===== config.mk =====
export PLATFORM = sky130hd
export DESIGN_NAME = pwil_top
export DESIGN_NICKNAME = d
export VERILOG_FILES = /design/src/pwil_pkg.sv /design/src/pwil_top.sv
export VERILOG_INCLUDE_DIRS = /design/src /design/src/src
export SDC_FILE = /design/constraint.sdc
export NUM_CORES = 1
export LEC_CHECK = 0
export CORE_MARGIN = 4
export CORE_UTILIZATION = 35
export DETAILED_ROUTE_END_ITERATION = 10
export DONT_BUFFER_PORTS = 1
export PLACE_DENSITY_LB_ADDON = 0.3
export SLEW_MARGIN = 20
export SYNTH_ARGS = -nofsm -noshare
export SYNTH_HDL_FRONTEND = slang
export SYNTH_SLANG_ARGS = --single-unit

===== constraint.sdc =====
create_clock -name core_clk -period 10.2 [get_ports core_clk]
set_input_delay 1.53 -clock core_clk [delete_from_list [all_inputs] [get_ports core_clk]]
set_output_delay 1.53 -clock core_clk [all_outputs]
set_load 0.01 [all_outputs]

===== src/pwil_defines.svh =====
/*
 * Register indices, field positions and reset values of the port wake
 * and interrupt logic. Assumes inclusion by pwil_top and the testbench only.
 */
`ifndef PWIL_DEFINES_SVH
`define PWIL_DEFINES_SVH

// Register indices; byte address is four times the index
`define PWIL_OFS_WAKE_EVENT 12'h013
`define PWIL_OFS_WAKE_EN    12'h017
`define PWIL_OFS_STATUS     12'h01b
`define PWIL_OFS_MASK       12'h01f
`define PWIL_IDX_GSTAT      16'h0010
`define PWIL_IDX_GEN        16'h0011
`define PWIL_IDX_GCLR       16'h0012
`define PWIL_IDX_MAC0       16'h0030

// Field positions
`define PWIL_BIT_MAGIC  2
`define PWIL_BIT_LINK   1
`define PWIL_BIT_ENERGY 0
`define PWIL_BIT_AN     3
`define PWIL_BIT_PHY    1
`define PWIL_BIT_ACL    0

// Reset values
`define PWIL_RST_BYTE 8'h00
`define PWIL_RST_PORTS 7'h00
`define PWIL_RST_MAC 48'h0000_0000_0000

`endif


===== src/pwil_pkg.sv =====
/*
 * Types shared by the port wake and interrupt logic.
 * Assumes seven switch ports numbered 1 to 7.
 */
package pwil_pkg;
    typedef logic [7:1]  pwil_ports_type;
    typedef logic [7:0]  pwil_byte_type;
    typedef logic [47:0] pwil_mac_type;
endpackage


===== src/pwil_top.sv =====
/*
 * Per-port wake event and interrupt logic for switch ports 1 to 7,
 * with a classic Wishbone slave for its registers.
 * Assumes detector inputs are one-cycle pulses synchronous to core_clk,
 * except the PHY summaries, which are levels held by the PHY.
 */
// Our own choices: the register addresses and the Wishbone slave port.
// Behaviour
// Enabled magic packet on a port drives the wake output
// Magic packet counts only if destination equals switch MAC
// Enabled link up on a PHY port drives the wake output
// Enabled energy on a PHY port drives wake; disabled never does
// Each port 1..7 has its own status and mask byte
// Status bit 3 reports SGMII autoneg done, port 7 only
// Status bit 1 summarises PHY interrupts, zero on MAC ports
// Status bit 0 set by that port's ACL counter interrupt
// ACL status not cleared by read; mask bit toggle clears it
// Mask bit one disables the same status bit, zero enables
// Mask bit 3 port 7 only, bit 1 PHY ports, bit 0 all
// Reserved bits read zero; all bits reset to zero
// Wake flags latched per port, cleared by software write
// Wake is OR of each flag ANDed with its enable; port irq is unmasked OR
`timescale 1ns/1ps
`default_nettype none
`include "pwil_defines.svh"

module pwil_top #(
    parameter pwil_pkg::pwil_ports_type PHY_PORTS = 7'h1f
) (
    // Clock and reset
    input  wire logic                     core_clk,
    input  wire logic                     rst,
    // Wishbone slave
    input  wire logic                     wb_cyc_i,
    input  wire logic                     wb_stb_i,
    input  wire logic                     wb_we_i,
    input  wire logic [17:0]              wb_adr_i,
    input  wire logic [3:0]               wb_sel_i,
    input  wire logic [31:0]              wb_dat_i,
    output logic      [31:0]              wb_dat_o,
    output logic                          wb_ack_o,
    // Detector events
    input  wire pwil_pkg::pwil_ports_type magicSeen,
    input  wire logic [335:0]             magicDestAddr,
    input  wire pwil_pkg::pwil_ports_type linkUpSeen,
    input  wire pwil_pkg::pwil_ports_type energySeen,
    input  wire logic                     sgmiiAnDone,
    input  wire pwil_pkg::pwil_ports_type phyIrqLevel,
    input  wire pwil_pkg::pwil_ports_type aclEvent,
    // Event outputs
    output logic                          wakeEventOutput,
    output pwil_pkg::pwil_ports_type      portIrq,
    output logic                          irq
);
    import pwil_pkg::*;

    pwil_ports_type magicFlagQ, linkFlagQ, energyFlagQ;
    pwil_ports_type magicEnQ, linkEnQ, energyEnQ;
    pwil_ports_type aclStatQ, aclMaskQ, phyMaskQ;
    pwil_ports_type magicHit, phyStat, portHit;
    pwil_ports_type wrWake, wrEn, wrMask;
    pwil_ports_type portIrqQ, gStatQ, gEnQ;
    logic           anStatQ, anMaskQ, ackQ;
    logic           wrStb, rdStb, lane0;
    logic [15:0]    idx;
    logic [11:0]    ofs;
    pwil_mac_type   macQ;
    pwil_byte_type  rdData;

    assign idx   = wb_adr_i[17:2];
    assign ofs   = idx[11:0];
    assign lane0 = wb_sel_i[0];
    // Effects land on the ack edge, where the master samples ack
    assign wrStb = wb_cyc_i && wb_stb_i && wb_we_i && ackQ;
    assign rdStb = wb_cyc_i && wb_stb_i && !wb_we_i && ackQ;

    // Per-port decode and event qualification
    genvar p;
    for (p = 1; p <= 7; p++) begin : g_port
        assign portHit[p] = (idx[15:12] == 4'(p));
        assign wrWake[p]  = wrStb && lane0 && portHit[p]
                            && ofs == `PWIL_OFS_WAKE_EVENT;
        assign wrEn[p]    = wrStb && lane0 && portHit[p]
                            && ofs == `PWIL_OFS_WAKE_EN;
        assign wrMask[p]  = wrStb && lane0 && portHit[p]
                            && ofs == `PWIL_OFS_MASK;
        assign magicHit[p] = magicSeen[p]
            && magicDestAddr[(p-1)*48 +: 48] == macQ;
    end

    // PHY summary is live; the PHY clears its own causes
    assign phyStat = phyIrqLevel & PHY_PORTS;

    // Bus handshake: ack one cycle after the request, then drops
    always_ff @(posedge core_clk or posedge rst) begin
        if (rst) begin
            ackQ <= 1'b0;
        end else begin
            ackQ <= wb_cyc_i && wb_stb_i && !ackQ;
        end
    end
    assign wb_ack_o = ackQ;

    // Read multiplexer; unmapped indices read zero
    always_comb begin
        rdData = `PWIL_RST_BYTE;
        for (int n = 1; n <= 7; n++) begin
            if (portHit[n]) begin
                case (ofs)
                    `PWIL_OFS_WAKE_EVENT: begin
                        rdData = {5'h00, magicFlagQ[n],
                                  linkFlagQ[n], energyFlagQ[n]};
                    end
                    `PWIL_OFS_WAKE_EN: begin
                        rdData = {5'h00, magicEnQ[n],
                                  linkEnQ[n], energyEnQ[n]};
                    end
                    `PWIL_OFS_STATUS: begin
                        rdData = {4'h0, anStatQ && n == 7, 1'b0,
                                  phyStat[n], aclStatQ[n]};
                    end
                    `PWIL_OFS_MASK: begin
                        rdData = {4'h0, anMaskQ && n == 7, 1'b0,
                                  phyMaskQ[n], aclMaskQ[n]};
                    end
                    default: begin
                        rdData = `PWIL_RST_BYTE;
                    end
                endcase
            end
        end
        case (idx)
            `PWIL_IDX_GSTAT: rdData = {gStatQ, 1'b0};
            `PWIL_IDX_GEN:   rdData = {gEnQ, 1'b0};
            default: begin
                for (int b = 0; b < 6; b++) begin
                    if (idx == `PWIL_IDX_MAC0 + 16'(b)) begin
                        rdData = macQ[b*8 +: 8];
                    end
                end
            end
        endcase
    end

    // Read data captured in the request cycle, stands with ack
    always_ff @(posedge core_clk or posedge rst) begin
        if (rst) begin
            wb_dat_o <= 32'h0000_0000;
        end else if (wb_cyc_i && wb_stb_i && !ackQ) begin
            wb_dat_o <= {24'h00_0000, rdData};
        end
    end

    // Switch MAC address bytes; byte 0 holds bits 7:0
    always_ff @(posedge core_clk or posedge rst) begin
        if (rst) begin
            macQ <= `PWIL_RST_MAC;
        end else begin
            for (int b = 0; b < 6; b++) begin
                if (wrStb && lane0 && idx == `PWIL_IDX_MAC0 + 16'(b)) begin
                    macQ[b*8 +: 8] <= wb_dat_i[7:0];
                end
            end
        end
    end

    // Wake enables; link and energy kept only on PHY ports
    always_ff @(posedge core_clk or posedge rst) begin
        if (rst) begin
            magicEnQ  <= `PWIL_RST_PORTS;
            linkEnQ   <= `PWIL_RST_PORTS;
            energyEnQ <= `PWIL_RST_PORTS;
        end else begin
            for (int n = 1; n <= 7; n++) begin
                if (wrEn[n]) begin
                    magicEnQ[n]  <= wb_dat_i[`PWIL_BIT_MAGIC];
                    linkEnQ[n]   <= wb_dat_i[`PWIL_BIT_LINK]
                                    && PHY_PORTS[n];
                    energyEnQ[n] <= wb_dat_i[`PWIL_BIT_ENERGY]
                                    && PHY_PORTS[n];
                end
            end
        end
    end

    // Wake flags: write one clears, a new detection wins
    always_ff @(posedge core_clk or posedge rst) begin
        if (rst) begin
            magicFlagQ  <= `PWIL_RST_PORTS;
            linkFlagQ   <= `PWIL_RST_PORTS;
            energyFlagQ <= `PWIL_RST_PORTS;
        end else begin
            for (int n = 1; n <= 7; n++) begin
                magicFlagQ[n] <= magicHit[n] || (magicFlagQ[n]
                    && !(wrWake[n] && wb_dat_i[`PWIL_BIT_MAGIC]));
                linkFlagQ[n] <= (linkUpSeen[n] && PHY_PORTS[n])
                    || (linkFlagQ[n]
                    && !(wrWake[n] && wb_dat_i[`PWIL_BIT_LINK]));
                energyFlagQ[n] <= (energySeen[n] && PHY_PORTS[n])
                    || (energyFlagQ[n]
                    && !(wrWake[n] && wb_dat_i[`PWIL_BIT_ENERGY]));
            end
        end
    end

    // Wake pin stays up until software clears the flag or enable
    assign wakeEventOutput = |((magicFlagQ & magicEnQ)
        | (linkFlagQ & linkEnQ)
        | (energyFlagQ & energyEnQ));

    // Mask bits; unimplemented positions held at zero
    always_ff @(posedge core_clk or posedge rst) begin
        if (rst) begin
            aclMaskQ <= `PWIL_RST_PORTS;
            phyMaskQ <= `PWIL_RST_PORTS;
            anMaskQ  <= 1'b0;
        end else begin
            for (int n = 1; n <= 7; n++) begin
                if (wrMask[n]) begin
                    aclMaskQ[n] <= wb_dat_i[`PWIL_BIT_ACL];
                    phyMaskQ[n] <= wb_dat_i[`PWIL_BIT_PHY]
                                   && PHY_PORTS[n];
                end
            end
            if (wrMask[7]) begin
                anMaskQ <= wb_dat_i[`PWIL_BIT_AN];
            end
        end
    end

    // ACL status: set wins over the mask-toggle clear
    always_ff @(posedge core_clk or posedge rst) begin
        if (rst) begin
            aclStatQ <= `PWIL_RST_PORTS;
        end else begin
            for (int n = 1; n <= 7; n++) begin
                aclStatQ[n] <= aclEvent[n] || (aclStatQ[n]
                    && !(wrMask[n]
                    && wb_dat_i[`PWIL_BIT_ACL] != aclMaskQ[n]));
            end
        end
    end

    // Autoneg done is sticky until a status read of port 7
    always_ff @(posedge core_clk or posedge rst) begin
        if (rst) begin
            anStatQ <= 1'b0;
        end else begin
            anStatQ <= sgmiiAnDone || (anStatQ
                && !(rdStb && portHit[7] && ofs == `PWIL_OFS_STATUS));
        end
    end

    // Per-port request; mask one disables
    always_comb begin
        for (int n = 1; n <= 7; n++) begin
            portIrq[n] = (aclStatQ[n] && !aclMaskQ[n])
                || (phyStat[n] && !phyMaskQ[n]);
        end
        portIrq[7] = portIrq[7] || (anStatQ && !anMaskQ);
    end

    // Global sticky status of rising port requests
    always_ff @(posedge core_clk or posedge rst) begin
        if (rst) begin
            portIrqQ <= `PWIL_RST_PORTS;
            gStatQ   <= `PWIL_RST_PORTS;
            gEnQ     <= `PWIL_RST_PORTS;
        end else begin
            portIrqQ <= portIrq;
            gStatQ <= (portIrq & ~portIrqQ) | (gStatQ
                & ~((wrStb && lane0 && idx == `PWIL_IDX_GCLR)
                ? wb_dat_i[7:1] : `PWIL_RST_PORTS));
            if (wrStb && lane0 && idx == `PWIL_IDX_GEN) begin
                gEnQ <= wb_dat_i[7:1];
            end
        end
    end
    assign irq = |(gStatQ & gEnQ);
endmodule
`default_nettype wire


* Yosys cells after proc, flatten, opt, wreduce, memory -nomap -nowiden *
Cells that the tools add are included.

cells by class
  equal/unequal tests = 34
  multiplexer cells = 22
  bitwise logic cells = 11
  reduce and logical (&&, ||, !) cells = 199

operators with widths
  operator                                                                 number
  48-bit equality test                                                     7
  1-bit logical AND                                                        122
  8-bit two-way mux                                                        13
  16-bit by 6-bit equality test with 1-bit output (second input constant)  6
  3-bit case mux with 4 select lines                                       6
  12-bit by 5-bit equality test with 1-bit output (second input constant)  4
  16-bit by 5-bit equality test with 1-bit output (second input constant)  3
  1-bit logical NOT                                                        44
  1-bit logical OR                                                         31
  7-bit AND                                                                4
  7-bit OR                                                                 3
  4-bit by 3-bit equality test with 1-bit output (second input constant)   4
  4-bit case mux with 4 select lines                                       1
  8-bit case mux with 2 select lines                                       1
  7-bit by 5-bit AND with 7-bit output                                     2
  7-bit inverter                                                           2
  7-bit OR reduction                                                       2
  4-bit by 2-bit equality test with 1-bit output (second input constant)   2
  7-bit two-way mux                                                        1
  1-bit != test                                                            7
  4-bit by 1-bit equality test with 1-bit output (second input constant)   1

storage, ports and cells
  register bits = 137
  bits of input ports = 431
  output and inout bits = 42
  logic and storage cells = 312

* Logic depth before layout (Yosys ltp) *
Gate-level depths: netlist of run 1.

  depth in word-level cells = 16
  gate-level depth with buffers = 11
  gate-level depth less buffers = 7

* Worst setup path before layout of run 1 *
No wires, ideal clock.

  path kind = input -> register
  from = input port wb_adr_i[11]
  to = register wb_dat_o[4]
  library setup time = 133 ps
  arrival time = 3656 ps
  data required time = 10067 ps
  path slack = 6411 ps
  stages on the path = 10
  buffers on the path = 4
  cell sequence = or4_1 buf_2 or2_1 buf_6 buf_6 nor4_2 buf_4 a221oi_1 a2111oi_0 nor2_1

on the way
  cells in the longest elaborated chain, start to end = 8
  elaborated cells between the ends (all ways) = 15
  classes of those cells = 8 x eq/ne; 7 x mux

RTL lines
  element                                          line             text
  from (decl)                                      pwil_top.sv:37   input wire logic [17:0] wb_adr_i,
  16-bit by 6-bit equality test with 1-bit output  pwil_top.sv:137  if (idx == `PWIL_IDX_MAC0 + 16'(b)) begin
  8-bit two-way mux (6 in a row)                   pwil_top.sv:137
  8-bit case mux with 2 select lines *             pwil_top.sv:132  case (idx)
  to (signal assigned)                             pwil_top.sv:150  wb_dat_o <= {24'h00_0000, rdData};
  to (decl)                                        pwil_top.sv:40   output logic [31:0] wb_dat_o,

Mark *: on every way between the ends. The rest lies on a longest branch, timed or not.
A chain may end at the register's enable or synchronous reset.

* Worst setup path in the final report of run 1 *
  from = input port wb_adr_i[11]
  to = register wb_dat_o[7]

Same word-level chain as after synthesis.

==> results of run 1 <==
==> placed cells by master (no fill, tap or decap), types with 22 or more instances in the layout <==
master | netlist | layout
conb_1 | 1 | 24
a21oi_1 | 22 | 22
o22ai_1 | 30 | 30
mux2_2 | 72 | 72
nand3_1 | 24 | 24
inv_1 | 71 | 70
nand2_1 | 92 | 92
nor4_1 | 46 | 46
o21ai_0 | 44 | 44
xnor2_1 | 182 | 182
xor2_1 | 95 | 95
nand4_1 | 54 | 54
nor2_1 | 27 | 27
dfrtp_1 | 137 | 137
==> logic make-up (layout without fill, tap and decap cells) <==
logic type                Yosys count  in the layout  share of synthesized area
AOI/OAI and AO/OA                 225            225                      0.145
buffers and inverters             182            124                     0.0729
and+or+nand+nor                   311            311                      0.157
other                               1             25                   0.000342
DFF                               137            137                      0.313
xor gates and xnor gates          277            277                      0.221
muxes                              88             88                     0.0908
==> worst max-delay path: stages <==
cell,delay (ns)
or4_1,0.74
or2_1,0.61
nor4_2,0.96
a221oi_1,0.15
a2111oi_0,0.59
nor2_1,0.10
==> registers in the layout, indices dropped and copies added, names as in the netlist <==
name / count
linkEnQ: 5
wb_dat_o: 8
magicEnQ: 7
energyEnQ: 5
energyFlagQ: 7
anStatQ: 1
wb_ack_o: 1
magicFlagQ: 7
aclStatQ: 7
portIrqQ: 7
gStatQ: 7
gEnQ: 7
phyMaskQ: 5
anMaskQ: 1
macQ: 48
aclMaskQ: 7
linkFlagQ: 7
==> through the flow <==
| step | area, um^2 | setup slack (ns) | power (W) |
|---|---|---|---|
| floorplan | 11100 | 5.00 | 0.000676 |
| global placement | 11200 | 5.41 | 0.000686 |
| detailed placement | 11200 | 5.39 | 0.000687 |
| CTS | 11800 | 5.85 | 0.00133 |
| global route | 11800 | 5.67 | 0.00137 |
| finish | 11800 | 5.80 | 0.00132 |
==> cell usage after synthesis, drive strengths merged, types with 15 or more instances <==
| cell type | n | area share |
|---|---|---|
| a21oi | 22 | 0.010 |
| clkbuf | 76 | 0.026 |
| inv | 71 | 0.024 |
| buf | 35 | 0.023 |
| nor2 | 27 | 0.0092 |
| nand3 | 24 | 0.011 |
| dfrtp | 137 | 0.31 |
| xnor2 | 182 | 0.15 |
| nor4 | 56 | 0.040 |
| nand4 | 54 | 0.031 |
| nand2 | 94 | 0.033 |
| a22o | 18 | 0.014 |
| a221oi | 20 | 0.016 |
| o22ai | 30 | 0.017 |
| mux2 | 72 | 0.074 |
| xor2 | 95 | 0.076 |
| o21ai | 47 | 0.021 |
| o2bb2ai | 15 | 0.012 |
==> how the worst max path moves through the flow <==
stage | from | cells after the start | endpoint | slack [ns]
6_report | wb_adr_i[11] | 6 | wb_dat_o[7] | 5.80
5_1_grt | wb_adr_i[11] | 6 | wb_dat_o[4] | 5.67
4_1_cts | wb_adr_i[11] | 6 | wb_dat_o[4] | 5.85
3_5_place_dp | wb_adr_i[11] | 6 | wb_dat_o[4] | 5.39
3_3_place_gp | wb_adr_i[11] | 6 | wb_dat_o[4] | 5.41
2_1_floorplan | rst | 1 | aclMaskQ[0] | 5.00
==> power by group through the flow <==
| stage | sequential (W) | clock, W | combinational [W] |
|---|---|---|---|
| floorplan | 0.000566 | 0 | 0.000110 |
| global placement | 0.000571 | 0 | 0.000116 |
| detailed placement | 0.000571 | 0 | 0.000117 |
| CTS | 0.000561 | 0.000653 | 0.000117 |
| global route | 0.000561 | 0.000676 | 0.000129 |
| finish | 0.000560 | 0.000644 | 0.000118 |
==> layout make-up <==
cell class,count,area (um^2)
antenna,1,2.50
clock buffer,19,443
clock inverter,13,168
fill,3159,18900
inverter,71,272
multi-input combinational,925,6840
sequential,137,3430
tap,396,495
timing repair buffer,21,158
==> metal layers <==
metal	global-route usage	vias to the layer above
li1	-	4203
met1	0.408	5005
met2	0.524	693
met3	0.0734	118
met4	0.0907	2
met5	0	-
==> metrics, run 1 <==
Psw=0.000322 W; Hold Path Class=reg2reg; Inst Count DP=1550; internal power=0.00100 W; 1st-iter DRT viols=1059; TNS Setup=0 ns; P&R area growth vs syn=7.68%; Flop pwr share=0.423; maximum vdd drop=147 uV; Routed met3 length=5.62 mm; global-route wire length before repair=75.6 mm; via count=10000; GP Congestion=1.08; synth warn=0; number of port buffers=0; Initial Util=0.357; worst-margin pin slew=1.09 ns; WHS Path Cells=1; Clk pwr share=0.487; Slew Limit Fails=0; vias in the first global route=9718; die area=34200 um^2; Switching Fraction=0.243; # DRC=0; worst r2r path cells=5; post-DP HPWL=44.2 mm; Worst Hold Slack=0.481 ns; r2r setup slk=7.09 ns; Crit Reg-Reg Startpoint=wb_ack_o; CP Launch Type=input port; PD cells=112 nW/um^2; Die X=185 um; critical path endpoint category=flop; fmax=227 MHz; num rows=64; WP data required=10.49 ns; Logic pwr share=0.090; post-CTS resize count=0; area of the core=30700 um^2; Root Buffer Master=clkbuf_16; CTS Sinks=137; layout cell share with drive strength beyond 1=0.124; wl on met1=22.1 mm; share of flip-flops with an asynchronous set or reset=1.00; Pre-antenna DRT Iters=6; Post CTS Setup Buffer Count=0; final cell count without fillers=1583; Max-Cap Viols=0; fin crit period=4.40 ns; synth unique cells=66; Endpoint, Worst Hold=anStatQ; top sig layer=met5; Clock Latency Late Sink=0.42 ns; CTS tree=done; crit path kind=in2reg; final worst-path cycle share=0.432; endpoints failing hold=0; Critical Path AT=4.69 ns; Worst Skew=0.00785 ns; mapped cell area=11000 um^2; Total Wirelength=56.0 mm; met2 wire length=26.4 mm; RSZ-0062 raised after global routing=no; gr usage total=0.314; vias per inst=6.33; Reg clk slew, reported paths=0.06 ns; Clock Tree Buf Depth=2; fin util=0.384; hold_buf cts=0; #FFs+latches synth=137; IO Pins=473; largest net degree at the start of global routing=87; RR Endpoint=magicEnQ[1]; die height=185 um; Leak=4.66 nW; TritonCTS Buffers=17; final net count=1604; relative max-transition margin=0.266; critical path fanouts, max=15; Avg Inst Size Synth=8.98 um^2; status=finished, final reports clean; DR WL/cell=35.4 um; final setup violation count=0; number of synthesized flops with an enable pin=0; Synth Instances=1221; Routed Antenna Nets=0; Main synth FF type=dfrtp_1; H-Tree Depth=4; total gr overflow=0; HP Start=anStatQ; initial antenna violation count=2; post-synthesis sequential area ratio=0.313
Power figures use the tool's default switching activity.
==> run 2, diff against run 1 <==
clock period = 4.1 ns   (was 10.2 ns; I/O delays follow)
==> run 2 against run 1 <==
Against the previous run: combinational power grew 150%; flip-flop and latch count is the same; sequential share of layout area is essentially flat; largest power group unchanged; global-route usage shrank 0.16 points; final cell count grew 0.32%.
==> metrics, run 2 (synthesis gave the netlist of run 1 again) <==
critical path's most frequent cell=a221oi_1; number of port buffers=0; crit path kind=in2reg; hold_buf cts=0; Biggest register=macQ; critical path endpoint category=flop; Initial Util=0.357; Clock Tree Buf Depth=2; fmax=321 MHz; final setup violation count=0; max reg flops=48; GP Congestion=1.03; Hold Path Class=in2async; Post CTS Setup Buffer Count=0; PD cells=267 nW/um^2; fin crit period=3.11 ns; Slowest-stage cell, CP=or4_1; post-DP HPWL=44.0 mm; relative max-transition margin=0.241; Clk pwr share=0.464; WP data required=4.45 ns; Switching Fraction=0.246; Logic pwr share=0.092; critical path fanouts, max=15; Leak=4.65 nW; CP Cell Sequence=or4_1 -> or2_1 -> nor4_2 -> a221oi_1 -> a221oi_1 -> a2111oi_0 -> nor2_1; vias in the first global route=9783; total gr overflow=0; Pre-antenna DRT Iters=6; worst-margin pin slew=1.13 ns; DR WL/cell=35.1 um; most common library cell in the layout ignoring fill and taps=xnor2_1; P&R area growth vs syn=7.50%; status=finished, final reports clean; endpoints failing hold=0; Critical path buffers and inverters=0; Worst Skew=0.00847 ns; global-route wire length before repair=75.1 mm; post-CTS resize count=0; # fillers=3125; Slew Limit Fails=0; num rows=64; Max-Cap Viols=0; CP delay by family, top=simple AND/OR/NAND/NOR gates; Flop pwr share=0.443; Crit path largest cell delay=0.72 ns; internal power=0.00237 W; Critical Path AT=3.46 ns; TNS Setup=0 ns; 1st-iter DRT viols=1102; Die X=185 um; Routed Antenna Nets=0; RSZ-0062 raised after global routing=no; CTS tree=done; Clock Latency Late Sink=0.43 ns; die height=185 um; gr usage total=0.312; # DRC=0; H-Tree Depth=4; maximum vdd drop=267 uV; IO Pins=473; final net count=1609; Reg clk slew, reported paths=0.06 ns; Psw=0.000775 W; Total Wirelength=55.7 mm; Top Registers=macQ: 48 flops, wb_dat_o: 8 flops; layout cell share with drive strength beyond 1=0.127; area of the core=30700 um^2; final design area excluding fillers=11800 um^2; CTS Sinks=137; TritonCTS Buffers=17; Root Buffer Master=clkbuf_16; most frequent cells in the layout=xnor2_1 (182), dfrtp_1 (137), xor2_1 (95); via count=10000; largest net degree at the start of global routing=138; die area=34200 um^2; Area after DPL=11200 um^2; initial antenna violation count=3; CP Launch Type=input port; final worst-path cycle share=0.759; vias per inst=6.32
==> run 2: power groups by stage <==
stage	Clock (W)	Combinational (W)	Sequential, W
2_1_floorplan	0	0.000274	0.00141
3_3_place_gp	0	0.000285	0.00142
3_5_place_dp	0	0.000288	0.00142
4_1_cts	0.00148	0.000290	0.00140
5_1_grt	0.00154	0.000320	0.00140
6_report	0.00146	0.000291	0.00140
==> run 2: per-stage QoR <==
stage                     setup WS (ns)  std cells   util  total power, W  hold slack, ns
final                             0.989       1588  0.383         0.00315           0.193
after global routing              0.759       1587  0.383         0.00325           0.269
after CTS                          1.05       1587  0.383         0.00316           0.263
after detailed placement          0.602       1555  0.365         0.00171           0.470
after global placement            0.695       1555  0.365         0.00171           0.464
after floorplan                    1.23       1244      -         0.00168           0.449
==> run 2: path summary, 6_finish.rpt <==
path / start / depth (start not counted) / slack (ns) / endpoint
setup / recovery: wb_adr_i[11] / 7 / 0.99 / wb_dat_o[7]
setup reg to reg: macQ[38] / 6 / 1.04 / magicFlagQ[0]
max in group asynchronous: rst / 2 / 3.19 / energyFlagQ[6]
hold reg to reg: anStatQ / 1 / 0.48 / anStatQ
min in group core_clk: linkUpSeen[0] / 1 / 0.27 / linkFlagQ[0]
hold / removal: rst / 2 / 0.19 / magicFlagQ[1]
==> run 2: metal layers <==
layer	vias to the layer above	wire length (um)	track usage
met5	-	25	0
met4	4	2480	0.127
met3	141	5760	0.0931
met2	641	26000	0.517
met1	5032	21400	0.381
li1	4211	-	-
==> run 2: area by class of cell <==
class                           instances  area [um^2]  share of cell area
Clock inverter                         11         98.8             0.00839
Multi-Input combinational cell        925         6820               0.579
Clock buffer                           21          460              0.0391
Tap cell                              396          495              0.0420
Timing Repair Buffer                   26          208              0.0176
Sequential cell                       137         3430               0.291
Inverter                               71          270              0.0229
Antenna cell                            1         2.50            0.000212
==> run 2: worst reg2reg max path: stages (launching register included) <==
cell and delay, ns:
dfrtp_1 0.91, xor2_1 0.14, nor4_1 0.62, nand4_1 0.22
nor4_1 0.76, nand3_1 0.16, o21ai_0 0.16
